===== src/psm_defs.svh =====
// register offsets, field positions, reset values and timing counts for the phase-shed mirror bank
`ifndef PSM_DEFS_SVH
`define PSM_DEFS_SVH
`define PSM_OFS_MIN_PHASE 16'h00FB
`define PSM_OFS_TEMP_ZONE 16'hFE02
`define PSM_OFS_IOUT 16'hFE03
`define PSM_OFS_SETPOINT 16'hFE04
`define PSM_OFS_PWR_STATE 16'hFE05
`define PSM_OFS_OFFSET 16'hFE06
`define PSM_OFS_ENERGY_DUR 16'hFE07
`define PSM_OFS_MAX_CUR 16'hFE08
`define PSM_OFS_MAX_TEMP 16'hFE09
`define PSM_OFS_FAST_RAMP 16'hFE0A
`define PSM_OFS_SLOW_RAMP 16'hFE0B
`define PSM_OFS_MULTI_CFG 16'hFE0C
`define PSM_OFS_VOUT_MAX 16'hFE0D
`define PSM_MIN_PS2_HI 12
`define PSM_MIN_PS2_LO 10
`define PSM_FRACT_HI 9
`define PSM_FRACT_LO 6
`define PSM_MIN_PS1_HI 5
`define PSM_MIN_PS1_LO 3
`define PSM_MIN_PS0_HI 2
`define PSM_MIN_PS0_LO 0
`define PSM_MIN_PHASE_RST 13'h0249
`define PSM_STATE_ZERO 8'h00
`define PSM_STATE_ONE 8'h01
`define PSM_STATE_TWO 8'h02
`define PSM_INTERVAL_US 1200
`define PSM_CLK_MHZ 25
`endif


===== src/psm_pkg.sv =====
// types shared by the phase-shed mirror bank
`default_nettype none
package psm_pkg;
   // one register-port request
   typedef struct packed {
      logic wr;
      logic rd;
      logic [15:0] addr;
      logic [19:0] wdata;
   } psm_req_t;
   // one register-port answer
   typedef struct packed {
      logic ack;
      logic bad_addr;
      logic [19:0] rdata;
   } psm_rsp_t;
   typedef enum logic [0:0] {
      PSM_IDLE,
      PSM_RUN
   } psm_acc_state_t;
endpackage
`default_nettype wire


===== src/psm_regs.sv =====
// phase-shed minimum-phase register, energy accumulation and processor-link mirror registers
//
// How it works
// min-phase register holds three 3-bit fields for states two, one, zero.
// state-zero minimum applies unless the last commanded power state is one or two.
// minimum above configured phase count drops the write, sets unsupported-data flag.
// any one field too large rejects the whole write, old contents kept.
// temperature-zone mirror is 8-bit volatile, no nonvolatile save or restore.
// output-current mirror is 8-bit volatile, reported to the link.
// link mirror writes take effect only while the lock control unlocks them.
// setpoint mirror holds the last 10-bit commanded setpoint code, volatile.
// power-state mirror holds the last 8-bit commanded power state, volatile.
// offset mirror holds the 8-bit link-commanded voltage offset.
// energy command write starts summing average power per 1.2 ms interval.
// accumulation stops after field value times 1.2 ms intervals.
// max-current mirror only reported; no effect on overcurrent protection.
// max-temperature mirror only reported; no effect on overtemperature protection.
// ramp mirrors are writable, only reported; real ramps come from internal step settings.
// multi-regulator config mirror is 2-bit volatile.
`include "psm_defs.svh"
`default_nettype none
module psm_regs #(
   parameter int PHASES_W = 3,
   parameter int POWER_W = 16,
   parameter int ACC_W = 48,
   parameter int INTERVAL_CYCLES = (`PSM_INTERVAL_US * `PSM_CLK_MHZ)
) (
   // clock and reset
   input wire logic clk,
   input wire logic rst,
   // register port from the host command decoder
   input wire psm_pkg::psm_req_t req,
   output psm_pkg::psm_rsp_t rsp,
   // phase configuration and lock from outside the block
   input wire logic [PHASES_W-1:0] configured_phases,
   input wire logic link_register_lock,
   // link-side updates of the commanded values
   input wire logic link_cmd_valid,
   input wire logic [9:0] link_cmd_setpoint,
   input wire logic [7:0] link_cmd_power_state,
   input wire logic [7:0] link_cmd_offset,
   // power sample for energy accumulation
   input wire logic [POWER_W-1:0] avg_power,
   // status and steering outputs
   output logic unsupported_data,
   output logic [PHASES_W-1:0] active_min_phases,
   output logic [3:0] skip_tuning_fraction,
   output logic accumulating,
   output logic [ACC_W-1:0] energy_total,
   // mirrors reported to the processor link
   output logic [7:0] link_temperature_zone,
   output logic [7:0] link_output_current,
   output logic [9:0] last_setpoint_code,
   output logic [7:0] last_power_state,
   output logic [7:0] link_commanded_offset,
   output logic [7:0] link_max_current,
   output logic [7:0] link_max_temperature,
   output logic [7:0] link_fast_ramp_rate,
   output logic [7:0] link_slow_ramp_rate,
   output logic [1:0] link_multi_regulator_cfg,
   output logic [7:0] link_max_output_voltage
);
   import psm_pkg::*;

   // =====================================================================
   // state
   typedef struct packed {
      logic [12:0] min_phase;
      logic unsup;
      logic [7:0] temp_zone;
      logic [7:0] iout;
      logic [9:0] setpoint;
      logic [7:0] pwr_state;
      logic [7:0] offset;
      logic [19:0] duration;
      logic [7:0] max_cur;
      logic [7:0] max_temp;
      logic [7:0] fast_ramp;
      logic [7:0] slow_ramp;
      logic [1:0] multi_cfg;
      logic [7:0] vout_max;
      psm_acc_state_t acc_st;
      logic [31:0] tick_cnt;
      logic [19:0] intervals;
      logic [ACC_W-1:0] total;
      psm_rsp_t rsp;
   } psm_state_t;

   psm_state_t st_ff;
   psm_state_t nxt_st;

   // =====================================================================
   // helpers
   // a field code counts only as phases; any code above the configured phase count is too big
   function automatic logic field_too_big(input logic [2:0] code, input logic [PHASES_W-1:0] limit);
      // compare as integers so any phase-count width works without zero-width padding
      field_too_big = (int'(code) > int'(limit));
   endfunction

   logic [2:0] f_ps2;
   logic [2:0] f_ps1;
   logic [2:0] f_ps0;
   logic reject;
   logic wr_ok;
   assign f_ps2 = req.wdata[`PSM_MIN_PS2_HI:`PSM_MIN_PS2_LO];
   assign f_ps1 = req.wdata[`PSM_MIN_PS1_HI:`PSM_MIN_PS1_LO];
   assign f_ps0 = req.wdata[`PSM_MIN_PS0_HI:`PSM_MIN_PS0_LO];
   assign reject = field_too_big(f_ps2, configured_phases) |
                   field_too_big(f_ps1, configured_phases) |
                   field_too_big(f_ps0, configured_phases);
   assign wr_ok = req.wr & ~link_register_lock;

   // =====================================================================
   // next state
   always_comb begin
      nxt_st = st_ff;
      nxt_st.rsp = '0;
      nxt_st.rsp.ack = req.wr | req.rd;
      // link commands refresh the commanded-value mirrors
      if (link_cmd_valid) begin
         nxt_st.setpoint = link_cmd_setpoint;
         nxt_st.pwr_state = link_cmd_power_state;
         nxt_st.offset = link_cmd_offset;
      end
      if (req.wr) begin
         case (req.addr)
            `PSM_OFS_MIN_PHASE: begin
               if (reject) begin
                  nxt_st.unsup = 1'b1;
               end else begin
                  nxt_st.min_phase = req.wdata[12:0];
               end
            end
            `PSM_OFS_ENERGY_DUR: begin
               nxt_st.duration = req.wdata;
               nxt_st.acc_st = PSM_RUN;
               nxt_st.tick_cnt = '0;
               nxt_st.intervals = '0;
               nxt_st.total = '0;
            end
            // mirrors are volatile: only reset, writes and link commands set them, no nonvolatile path
            `PSM_OFS_TEMP_ZONE: if (wr_ok) nxt_st.temp_zone = req.wdata[7:0];
            `PSM_OFS_IOUT: if (wr_ok) nxt_st.iout = req.wdata[7:0];
            `PSM_OFS_SETPOINT: if (wr_ok) nxt_st.setpoint = req.wdata[9:0];
            `PSM_OFS_PWR_STATE: if (wr_ok) nxt_st.pwr_state = req.wdata[7:0];
            `PSM_OFS_OFFSET: if (wr_ok) nxt_st.offset = req.wdata[7:0];
            `PSM_OFS_MAX_CUR: if (wr_ok) nxt_st.max_cur = req.wdata[7:0];
            `PSM_OFS_MAX_TEMP: if (wr_ok) nxt_st.max_temp = req.wdata[7:0];
            `PSM_OFS_FAST_RAMP: if (wr_ok) nxt_st.fast_ramp = req.wdata[7:0];
            `PSM_OFS_SLOW_RAMP: if (wr_ok) nxt_st.slow_ramp = req.wdata[7:0];
            `PSM_OFS_MULTI_CFG: if (wr_ok) nxt_st.multi_cfg = req.wdata[1:0];
            `PSM_OFS_VOUT_MAX: if (wr_ok) nxt_st.vout_max = req.wdata[7:0];
            default: nxt_st.rsp.bad_addr = 1'b1;
         endcase
      end
      if (req.rd) begin
         case (req.addr)
            `PSM_OFS_MIN_PHASE: nxt_st.rsp.rdata = {7'h00, st_ff.min_phase};
            `PSM_OFS_TEMP_ZONE: nxt_st.rsp.rdata = {12'h000, st_ff.temp_zone};
            `PSM_OFS_IOUT: nxt_st.rsp.rdata = {12'h000, st_ff.iout};
            `PSM_OFS_SETPOINT: nxt_st.rsp.rdata = {10'h000, st_ff.setpoint};
            `PSM_OFS_PWR_STATE: nxt_st.rsp.rdata = {12'h000, st_ff.pwr_state};
            `PSM_OFS_OFFSET: nxt_st.rsp.rdata = {12'h000, st_ff.offset};
            `PSM_OFS_ENERGY_DUR: nxt_st.rsp.rdata = st_ff.duration;
            `PSM_OFS_MAX_CUR: nxt_st.rsp.rdata = {12'h000, st_ff.max_cur};
            `PSM_OFS_MAX_TEMP: nxt_st.rsp.rdata = {12'h000, st_ff.max_temp};
            `PSM_OFS_FAST_RAMP: nxt_st.rsp.rdata = {12'h000, st_ff.fast_ramp};
            `PSM_OFS_SLOW_RAMP: nxt_st.rsp.rdata = {12'h000, st_ff.slow_ramp};
            `PSM_OFS_MULTI_CFG: nxt_st.rsp.rdata = {18'h00000, st_ff.multi_cfg};
            `PSM_OFS_VOUT_MAX: nxt_st.rsp.rdata = {12'h000, st_ff.vout_max};
            default: nxt_st.rsp.bad_addr = 1'b1;
         endcase
      end
      // energy accumulation: one sample of average power per interval
      case (st_ff.acc_st)
         PSM_IDLE: begin
         end
         PSM_RUN: begin
            if (!(req.wr && req.addr == `PSM_OFS_ENERGY_DUR)) begin
               if (st_ff.intervals >= st_ff.duration) begin
                  nxt_st.acc_st = PSM_IDLE;
               end else if (st_ff.tick_cnt == 32'(INTERVAL_CYCLES - 1)) begin
                  nxt_st.tick_cnt = '0;
                  nxt_st.intervals = st_ff.intervals + 20'h00001;
                  nxt_st.total = st_ff.total + ACC_W'(avg_power);
               end else begin
                  nxt_st.tick_cnt = st_ff.tick_cnt + 32'h00000001;
               end
            end
         end
         default: nxt_st.acc_st = PSM_IDLE;
      endcase
   end

   always_ff @(posedge clk) begin
      if (rst) begin
         st_ff <= '0;
         st_ff.min_phase <= `PSM_MIN_PHASE_RST;
         st_ff.acc_st <= PSM_IDLE;
      end else begin
         st_ff <= nxt_st;
      end
   end

   // =====================================================================
   // outputs
   // ramp mirrors and max-current/temperature mirrors drive only the link report outputs
   always_comb begin
      case (st_ff.pwr_state)
         `PSM_STATE_ONE: active_min_phases = PHASES_W'(st_ff.min_phase[`PSM_MIN_PS1_HI:`PSM_MIN_PS1_LO]);
         `PSM_STATE_TWO: active_min_phases = PHASES_W'(st_ff.min_phase[`PSM_MIN_PS2_HI:`PSM_MIN_PS2_LO]);
         default: active_min_phases = PHASES_W'(st_ff.min_phase[`PSM_MIN_PS0_HI:`PSM_MIN_PS0_LO]);
      endcase
   end

   assign rsp = st_ff.rsp;
   assign unsupported_data = st_ff.unsup;
   assign skip_tuning_fraction = st_ff.min_phase[`PSM_FRACT_HI:`PSM_FRACT_LO];
   assign accumulating = (st_ff.acc_st == PSM_RUN);
   assign energy_total = st_ff.total;
   assign link_temperature_zone = st_ff.temp_zone;
   assign link_output_current = st_ff.iout;
   assign last_setpoint_code = st_ff.setpoint;
   assign last_power_state = st_ff.pwr_state;
   assign link_commanded_offset = st_ff.offset;
   assign link_max_current = st_ff.max_cur;
   assign link_max_temperature = st_ff.max_temp;
   assign link_fast_ramp_rate = st_ff.fast_ramp;
   assign link_slow_ramp_rate = st_ff.slow_ramp;
   assign link_multi_regulator_cfg = st_ff.multi_cfg;
   assign link_max_output_voltage = st_ff.vout_max;
endmodule
`default_nettype wire


===== config.mk =====
export PLATFORM = sky130hd
export DESIGN_NAME = psm_regs
export DESIGN_NICKNAME = d
export VERILOG_FILES = /design/src/psm_pkg.sv /design/src/psm_regs.sv
export VERILOG_INCLUDE_DIRS = /design/src /design/src/src
export SDC_FILE = /design/constraint.sdc
export NUM_CORES = 1
export LEC_CHECK = 0
export ABC_CLOCK_PERIOD_IN_PS = 3500
export BUFFER_PORTS_ARGS = -buffer_cell sky130_fd_sc_hd__buf_2
export CORE_MARGIN = 3
export CORE_UTILIZATION = 35
export DETAILED_ROUTE_END_ITERATION = 10
export PLACE_DENSITY = 0.56
export SYNTH_ARGS = -nofsm -noshare
export SYNTH_HDL_FRONTEND = slang
export SYNTH_SLANG_ARGS = --single-unit

===== constraint.sdc =====
create_clock -name clk -period 3.5 [get_ports clk]
set_clock_uncertainty 0.05 [all_clocks]
set_input_delay 0.525 -clock clk [delete_from_list [all_inputs] [get_ports clk]]
set_output_delay 0.525 -clock clk [all_outputs]
set_load 0.01 [all_outputs]

Word level (Yosys, flattened, before mapping). Cells that the tools add are included.

Bits in registers: 241. Input port bits: 87. Output and inout bits: 163. Logic and storage cells: 99.

$add $sub $neg: 3. Magnitude comparators: 4. Equality and inequality tests: 16. Mux-type cells: 34. Bitwise operators: 7. Reduce and logical (&&, ||, !) cells: 14.

Operator list (number): two-way mux 101 bit (3); one-hot mux 20 bit (13 select lines) (1); == test 16 bit (second input constant) (12); two-way mux 189 bit (1); two-way mux 8 bit (14); two-way mux 100 bit (1); two-way mux 68 bit (1); adder 48 x 16 -> 48 bit (1); adder 32 x 1 -> 32 bit (second input constant) (1); == test 32 x 15 -> 1 bit (second input constant) (1); two-way mux 32 bit (1); AND reduction 3 bit (10); two-way mux 26 bit (1); two-way mux 21 bit (1); adder 20 x 1 -> 20 bit (second input constant) (1); greater-or-equal comparator 20 bit (1); two-way mux 10 bit (2); two-way mux 20 bit (1); == test 16 x 8 -> 1 bit (second input constant) (1); OR reduction 13 bit (1); > comparator 3 bit (3); == test 8 x 1 -> 1 bit (second input constant) (1); == test 8 x 2 -> 1 bit (second input constant) (1); one-hot mux 3 bit (2 select lines) (1); 8 further kinds (16).

Logic depth before layout (Yosys ltp). Gate-level depths: netlist of run 1.

Depth after elaboration: 9. Depth in mapped cells: 11.

Worst setup path before layout of run 1. Ideal clock, no wire load.

Path type: in2reg. Start: in avg_power[0]. End: reg st_ff, in the netlist energy_total[42]. Setup time: 127 ps. Arrival: 2934 ps. Required time: 3323 ps. Slack: 390 ps. Cell stages on the path: 10. Buffers on the path: 1. Cells stage by stage: ha_1 fa_1 a21oi_1 o22ai_1 o41a_1 a211oi_1 clkbuf_1 nor3_1 nand3_1 o21ai_0.

Word-level cells in the longest chain between the ends: 5.

Ends and longest elaborated chain: start: declaration (line psm_regs.sv:43) `input wire logic [POWER_W-1:0] avg_power,`; adder 48 x 16 -> 48 bit (line psm_regs.sv:185) `nxt_st.total = st_ff.total + ACC_W'(avg_power);`; two-way mux 68 bit (line psm_regs.sv:182) `end else if (st_ff.tick_cnt == 32'(INTERVAL_CYCLES - 1)) begin`; two-way mux 100 bit (line psm_regs.sv:180) `if (st_ff.intervals >= st_ff.duration) begin`; two-way mux 101 bit (line psm_regs.sv:179) `` if (!(req.wr && req.addr == `PSM_OFS_ENERGY_DUR)) begin ``; two-way mux 101 bit (line psm_regs.sv:175) `case (st_ff.acc_st)`; end signal: assignment (line psm_regs.sv:201) `st_ff <= nxt_st;`; end: declaration (line psm_regs.sv:89) `psm_state_t st_ff;`.

Every way passes these cells. A chain may end at the register's enable or synchronous reset.

Final worst setup path of run 1.
Start: reg st_ff[174] (netlist bit). End: reg st_ff[111] (netlist bit).

Word-level cells in the longest chain between the ends: 4.

Ends and longest elaborated chain (line): greater-or-equal comparator 20 bit (psm_regs.sv:180); two-way mux 100 bit (psm_regs.sv:180); two-way mux 101 bit (psm_regs.sv:179); two-way mux 101 bit (psm_regs.sv:175).

Every way passes these cells.

==> impl_metrics.env, run 1 <==
export IMPL_status="completed"
export IMPL_cts_resized_gates=0
export IMPL_synth_area_leader_cell="dfxtp_1"
export IMPL_finalCritPeriodShare_pct=88.53
export IMPL_final_area_um2=15240
export IMPL_numPortBuffers=249
export IMPL_drtIter0Drc=782
export IMPL_hp_class="primary input to flop"
export IMPL_pwr_share_seq_pct=43.9
export IMPL_cts_tree="built"
export IMPL_n_antenna_cell=0
export IMPL_critPathLaunch="st_ff[174]"
export IMPL_hold_path_depth=3
export IMPL_coreArea_um2=37760
export IMPL_crit_type="flop to flop"
export IMPL_cp_required_ps=3920
export IMPL_antenna_left=0
export IMPL_finalWirelength_mm=42.90
export IMPL_slew_headroom_pct=31.06
export IMPL_hold_ws_ps=169.5
export IMPL_cts_htree_levels=1
export IMPL_routabilityCongestion=0.8684
export IMPL_n_fill_cell=3846
export IMPL_post_cts_buffers=0
export IMPL_syn_area_per_cell_um2=8.132
export IMPL_nNetsFinal=1868
export IMPL_utilization_pct=40.36
export IMPL_cp_arrival_ps=3520
export IMPL_seq_area_frac_synth_pct=35.87
export IMPL_finalCriticalPeriod_ps=3098
export IMPL_syn_inst=1654
export IMPL_async_flop_share_pct=0
export IMPL_die_y_um=202.0
export IMPL_power_leakage_nw=5.990
export IMPL_ys_flop_type="dfxtp_1"
export IMPL_reg2reg_depth=9
export IMPL_post_route_drc_count=0
export IMPL_synth_seq_cells=241
export IMPL_power_density_nw_per_um2=417.2
export IMPL_p_switching_mw=1.501
export IMPL_start_util_pct=35.63
export IMPL_synth_edf_count=0
export IMPL_die_width_um=202.0
export IMPL_fin_ws_ps=401.5
export IMPL_synth_top_area_share_pct=35.87
export IMPL_setup_viol=0
export IMPL_vdd_drop_max_uv=336.4
export IMPL_grt_antenna_before_repair=2
export IMPL_dp_hpwl_mm=31.47
export IMPL_clockBufferDepth=3
export IMPL_post_dp_cell_area_um2=14220
export IMPL_ctsRootBufferMaster="clkbuf_16"
export IMPL_internal_power_mw=4.856
export IMPL_cts_sinks=241
export IMPL_dr_pass1_iters=6
export IMPL_cts_buffers=29
export IMPL_p_clk_share_pct=50.3
export IMPL_clk_pin_slew_ps=70
export IMPL_switching_share_pct=23.61
export IMPL_crit_fanout=12
export IMPL_wl_per_cell_um=18.93
export IMPL_finalHoldViolCount=0
export IMPL_reg2reg_from="st_ff[174]"
export IMPL_grt_pass1_wl_mm=67.42
export IMPL_grt_max_degree=115
export IMPL_vias=12110
export IMPL_grt_pass1_vias=11540
export IMPL_dieArea_um2=40820
export IMPL_worstMarginPinSlew_ps=1032
export IMPL_synth_cell_types=71
export IMPL_insertion_delay_ps=570
export IMPL_tns_ps=0
export IMPL_rows=71
export IMPL_max_cap_violations=0
export IMPL_synth_warnings=0
export IMPL_drive_gt1_share_pct=21.71
export IMPL_synth_net_count=1789
export IMPL_endpoint="st_ff[111]"
export IMPL_syn_area_um2=13450
export IMPL_slew_viol_final=0
export IMPL_pre_cts_ws_ps=469.3
export IMPL_ioPinCount=250
export IMPL_worst_setup_path_start_kind="flop"
export IMPL_grt_usage_pct=20.31
export IMPL_fmax_mhz=322.7
export IMPL_share_comb_of_total_power_pct=5.8
export IMPL_rsz0062_at_grt="no"
export IMPL_postCtsHoldBufs=0
export IMPL_r2r_setup_slack_ps=400
export IMPL_grt_ovfl_total=0
export IMPL_netlist_top_cells_area="dfxtp_1 (36%), buf_4 (8.8%), nand2_1 (6.5%)"
export IMPL_syn_to_final_growth_pct=13.28
export IMPL_worstReg2RegEnd="st_ff[111]"
export IMPL_viasPerCell=5.342
export IMPL_cp_end_kind="flop"
[layout make-up]
| type | count | area, µm² | area share [%] |
|---|---|---|---|
| Clock buffer | 38 | 829.5 | 5.444 |
| Clock inverter | 15 | 190.2 | 1.248 |
| Inverter | 41 | 153.9 | 1.010 |
| Multi-Input combinational cell | 1122 | 6945 | 45.58 |
| Sequential cell | 241 | 4825 | 31.66 |
| Tap cell | 511 | 639.4 | 4.196 |
| Timing Repair Buffer | 298 | 1654 | 10.86 |
[sequential cells by signal, summed over array words and instances (netlist names)]
register and flops:
st_ff 81, energy_total 48, rsp 22, last_setpoint_code 10
last_power_state 8, link_commanded_offset 8, link_fast_ramp_rate 8, link_max_current 8
link_max_output_voltage 8, link_max_temperature 8, link_output_current 8, link_slow_ramp_rate 8
link_temperature_zone 8, skip_tuning_fraction 4, link_multi_regulator_cfg 2, accumulating 1
unsupported_data 1
[critical path, stage by stage (launching register included)]
cell and delay (ps):
dfxtp_1 370, inv_1 60, ha_1 290, a21oi_1 150
o21ai_0 140, a221oi_2 500, and2_1 290, nand4_1 430
or4_1 550, a21oi_1 160
[through the flow]
| step | power, mW | cells |
|---|---|---|
| after CTS | 6.418 | 2266 |
| after global placement | 3.216 | 2213 |
| after detailed placement | 3.218 | 2213 |
| after floorplan | 3.067 | 1654 |
| final | 6.357 | 2266 |
| after global routing | 6.556 | 2266 |
[cell families after synthesis]
family | Yosys count | share of synthesized area (%)
fa+ha+maj | 48 | 4.521
simple gates | 665 | 24.23
flops | 241 | 35.87
xor+xnor | 36 | 2.344
compound gates | 290 | 13.91
mux | 83 | 6.409
buf+inv | 291 | 12.72
[per-layer routing]
metal	GRT usage (%)	share of wire (%)	vias up
li1	-	-	5885
met1	27.38	44	5733
met2	33.54	46	407
met3	3.527	6.3	77
met4	5.756	3.0	4
met5	0	0.033	-
[Yosys cell counts, drive strengths merged (7+ instances only)]
| cell | count |
|---|---|
| a31oi | 11 |
| a22oi | 23 |
| nand2b | 12 |
| nand4 | 29 |
| nor4b | 10 |
| dfxtp | 241 |
| nor2b | 9 |
| buf | 176 |
| a211oi | 29 |
| clkbuf | 74 |
| o21ai | 25 |
| ha | 47 |
| and3 | 11 |
| inv | 41 |
| o22ai | 12 |
| nor4 | 25 |
| a21oi | 115 |
| a222oi | 7 |
| a221oi | 8 |
| nand3 | 78 |
| or3 | 30 |
| nand2 | 234 |
| or4 | 21 |
| o211ai | 14 |
| nor2 | 132 |
| mux2i | 76 |
| xnor2 | 23 |
| xor2 | 13 |
| nor3 | 45 |
| and2 | 7 |
| o31ai | 10 |
[worst min-delay path by stage]
| stage | from | end |
|---|---|---|
| floorplan | st_ff[178] | st_ff[178] |
| global placement | st_ff[172] | st_ff[172] |
| detailed placement | st_ff[184] | st_ff[184] |
| CTS | req[17] | st_ff[182] |
| global route | req[17] | st_ff[182] |
| finish | req[17] | st_ff[182] |
[power by group through the flow]
stage	Clock (mW)	Combinational (mW)	Sequential [mW]
2_1_floorplan	0	0.232	2.83
3_3_place_gp	0	0.365	2.85
3_5_place_dp	0	0.368	2.85
4_1_cts	3.26	0.370	2.79
5_1_grt	3.36	0.402	2.79
6_report	3.19	0.371	2.79
[layout by cell type, fill, tap and decap left out, types with 14 or more instances in the layout]
| cell | netlist | layout |
|---|---|---|
| mux2i_1 | 76 | 76 |
| nor3_1 | 42 | 42 |
| a21oi_1 | 115 | 115 |
| nor2_1 | 132 | 130 |
| or3_1 | 30 | 30 |
| xnor2_1 | 23 | 23 |
| o21ai_0 | 25 | 24 |
| nand3_1 | 78 | 78 |
| buf_2 | 13 | 248 |
| nand2_1 | 234 | 234 |
| a22oi_1 | 23 | 23 |
| or4_1 | 20 | 20 |
| a211oi_1 | 29 | 28 |
| clkbuf_16 | 0 | 29 |
| buf_4 | 158 | 47 |
| nor4_1 | 21 | 21 |
| o211ai_1 | 14 | 14 |
| dfxtp_1 | 241 | 241 |
| nand4_1 | 29 | 29 |
| ha_1 | 47 | 47 |
| inv_1 | 41 | 41 |
Note: power is estimated with default switching activity, not from simulation.
==> run 2: changes to the inputs <==
ABC_CLOCK_PERIOD_IN_PS = 3930   (was 3500)
clock period = 3.93 ns   (was 3.5 ns; I/O delays follow)
==> impl_metrics.env, run 2 (synthesis results as in run 1) <==
export IMPL_max_cap_violations=0
export IMPL_postCtsHoldBufs=0
export IMPL_post_cts_buffers=0
export IMPL_cts_htree_levels=1
export IMPL_crit_top_cell="nand2_1"
export IMPL_crit_type="flop to flop"
export IMPL_finalCriticalPeriod_ps=3154
export IMPL_finalCritPeriodShare_pct=80.26
export IMPL_final_cell_mix="buf_2 (248), dfxtp_1 (241), nand2_1 (234)"
export IMPL_numPortBuffers=249
export IMPL_worst_setup_path_start_kind="flop"
export IMPL_finalWirelength_mm=42.59
export IMPL_wl_per_cell_um=18.88
export IMPL_syn_to_final_growth_pct=12.13
export IMPL_largest_reg_flops=81
export IMPL_cts_tree="built"
export IMPL_vias=12130
export IMPL_dp_hpwl_mm=31.36
export IMPL_start_util_pct=35.63
export IMPL_power_leakage_nw=5.905
export IMPL_antenna_left=0
export IMPL_ioPinCount=250
export IMPL_crit_fanout=27
export IMPL_die_width_um=202.0
export IMPL_dr_pass1_iters=6
export IMPL_r2r_setup_slack_ps=780
export IMPL_rows=71
export IMPL_power_density_nw_per_um2=364.7
export IMPL_p_total_mw=5.500
export IMPL_cp_slowest_cell="or4_1"
export IMPL_routabilityCongestion=0.8906
export IMPL_cp_arrival_ps=3600
export IMPL_cpPeakStageDelay_ps=530
export IMPL_cts_resized_gates=0
export IMPL_insertion_delay_ps=580
export IMPL_ctsRootBufferMaster="clkbuf_16"
export IMPL_slew_viol_final=0
export IMPL_multiInputGateArea_um2=6945
export IMPL_fmax_mhz=317.0
export IMPL_grt_antenna_before_repair=5
export IMPL_tns_ps=0
export IMPL_top_register="st_ff"
export IMPL_final_common_cell="buf_2"
export IMPL_hp_class="primary input to flop"
export IMPL_vdd_drop_max_uv=380.4
export IMPL_n_fill_cell=3885
export IMPL_cp_end_kind="flop"
export IMPL_post_route_drc_count=0
export IMPL_dieArea_um2=40820
export IMPL_drtIter0Drc=820
export IMPL_finalHoldViolCount=0
export IMPL_clk_pin_slew_ps=60
export IMPL_status="completed"
export IMPL_grt_usage_pct=20.03
export IMPL_coreArea_um2=37760
export IMPL_grt_ovfl_total=0
export IMPL_nNetsFinal=1858
export IMPL_clockBufferDepth=3
export IMPL_cts_sinks=241
export IMPL_grt_pass1_vias=11530
export IMPL_cts_buffers=29
export IMPL_viasPerCell=5.378
export IMPL_ff_latch_area_um2=4825
export IMPL_grt_max_degree=60
export IMPL_die_y_um=202.0
export IMPL_worstMarginPinSlew_ps=850.0
export IMPL_setup_viol=0
export IMPL_grt_pass1_wl_mm=66.16
export IMPL_crit_path_cell_trace="inv_1 -> ha_1 -> a21oi_1 -> o21ai_0 -> a221oi_2 -> o2111a_1 -> buf_4 -> nand2_1 -> or4_1 -> nand2_1"
export IMPL_drive_gt1_share_pct=20.88
export IMPL_rsz0062_at_grt="no"
export IMPL_cp_required_ps=4370
export IMPL_slew_headroom_pct=43.30
-- run 2: changes by cell type in the layout (fill, tap and decap cells not counted), sizes merged --
cell	change
clkinv	-3
clkinvlp	-2
buf	-10
diode	+2
clkbuf	+5
bufinv	-2
-- run 2: where the power goes --
group	internal, mW	switching, mW	total (mW)
Sequential	2.46	0.0235	2.48
Combinational	0.121	0.207	0.328
Clock	1.62	1.07	2.69
-- run 2: area by class of cell --
cell class                      instances  area share [%]
Antenna cell                            2         0.03318
Clock buffer                           43           5.625
Clock inverter                          8          0.7383
Inverter                               41           1.020
Multi-Input combinational cell       1122           46.05
Sequential cell                       241           31.99
Tap cell                              511           4.239
Timing Repair Buffer                  288           10.30
-- run 2: stage by stage --
| stage | instances | setup slack, ps | util (%) | hold WS [ps] | area [µm²] |
|---|---|---|---|---|---|
| 2_1_floorplan | 1654 | 755.2 | - | 381.9 | 13450 |
| 3_3_place_gp | 2203 | 734.2 | 37.39 | 387.8 | 14120 |
| 3_5_place_dp | 2203 | 655.5 | 37.39 | 396.5 | 14120 |
| 4_1_cts | 2254 | 770.7 | 39.93 | 183.8 | 15080 |
| 5_1_grt | 2256 | 522.3 | 39.95 | 211.7 | 15080 |
| 6_report | 2256 | 775.8 | 39.95 | 208.1 | 15080 |
-- run 2: worst max-delay path: cells and delay by family, from the launching register on --
family          cells  cell delay (ps)
buf+inv             2              380
compound gates      4             1090
flops               1              360
fa+ha+maj           1              280
simple gates        3              900
-- run 2: routing by layer --
metal / vias to the layer above / routed length (µm) / GRT usage, %
li1: 5869 / - / -
met1: 5794 / 18550 / 26.39
met2: 381 / 19950 / 33.08
met3: 82 / 2750 / 4.026
met4: 6 / 1311 / 6.379
met5: - / 28 / 0
-- run 2: path summary, 6_finish.rpt --
kind / endpoint / startpoint / cells after the start
hold / removal: st_ff[183] / req[18] / 3
setup reg to reg: st_ff[84] / st_ff[174] / 10
hold reg to reg: st_ff[172] / st_ff[172] / 2
setup / recovery: st_ff[84] / st_ff[174] / 10
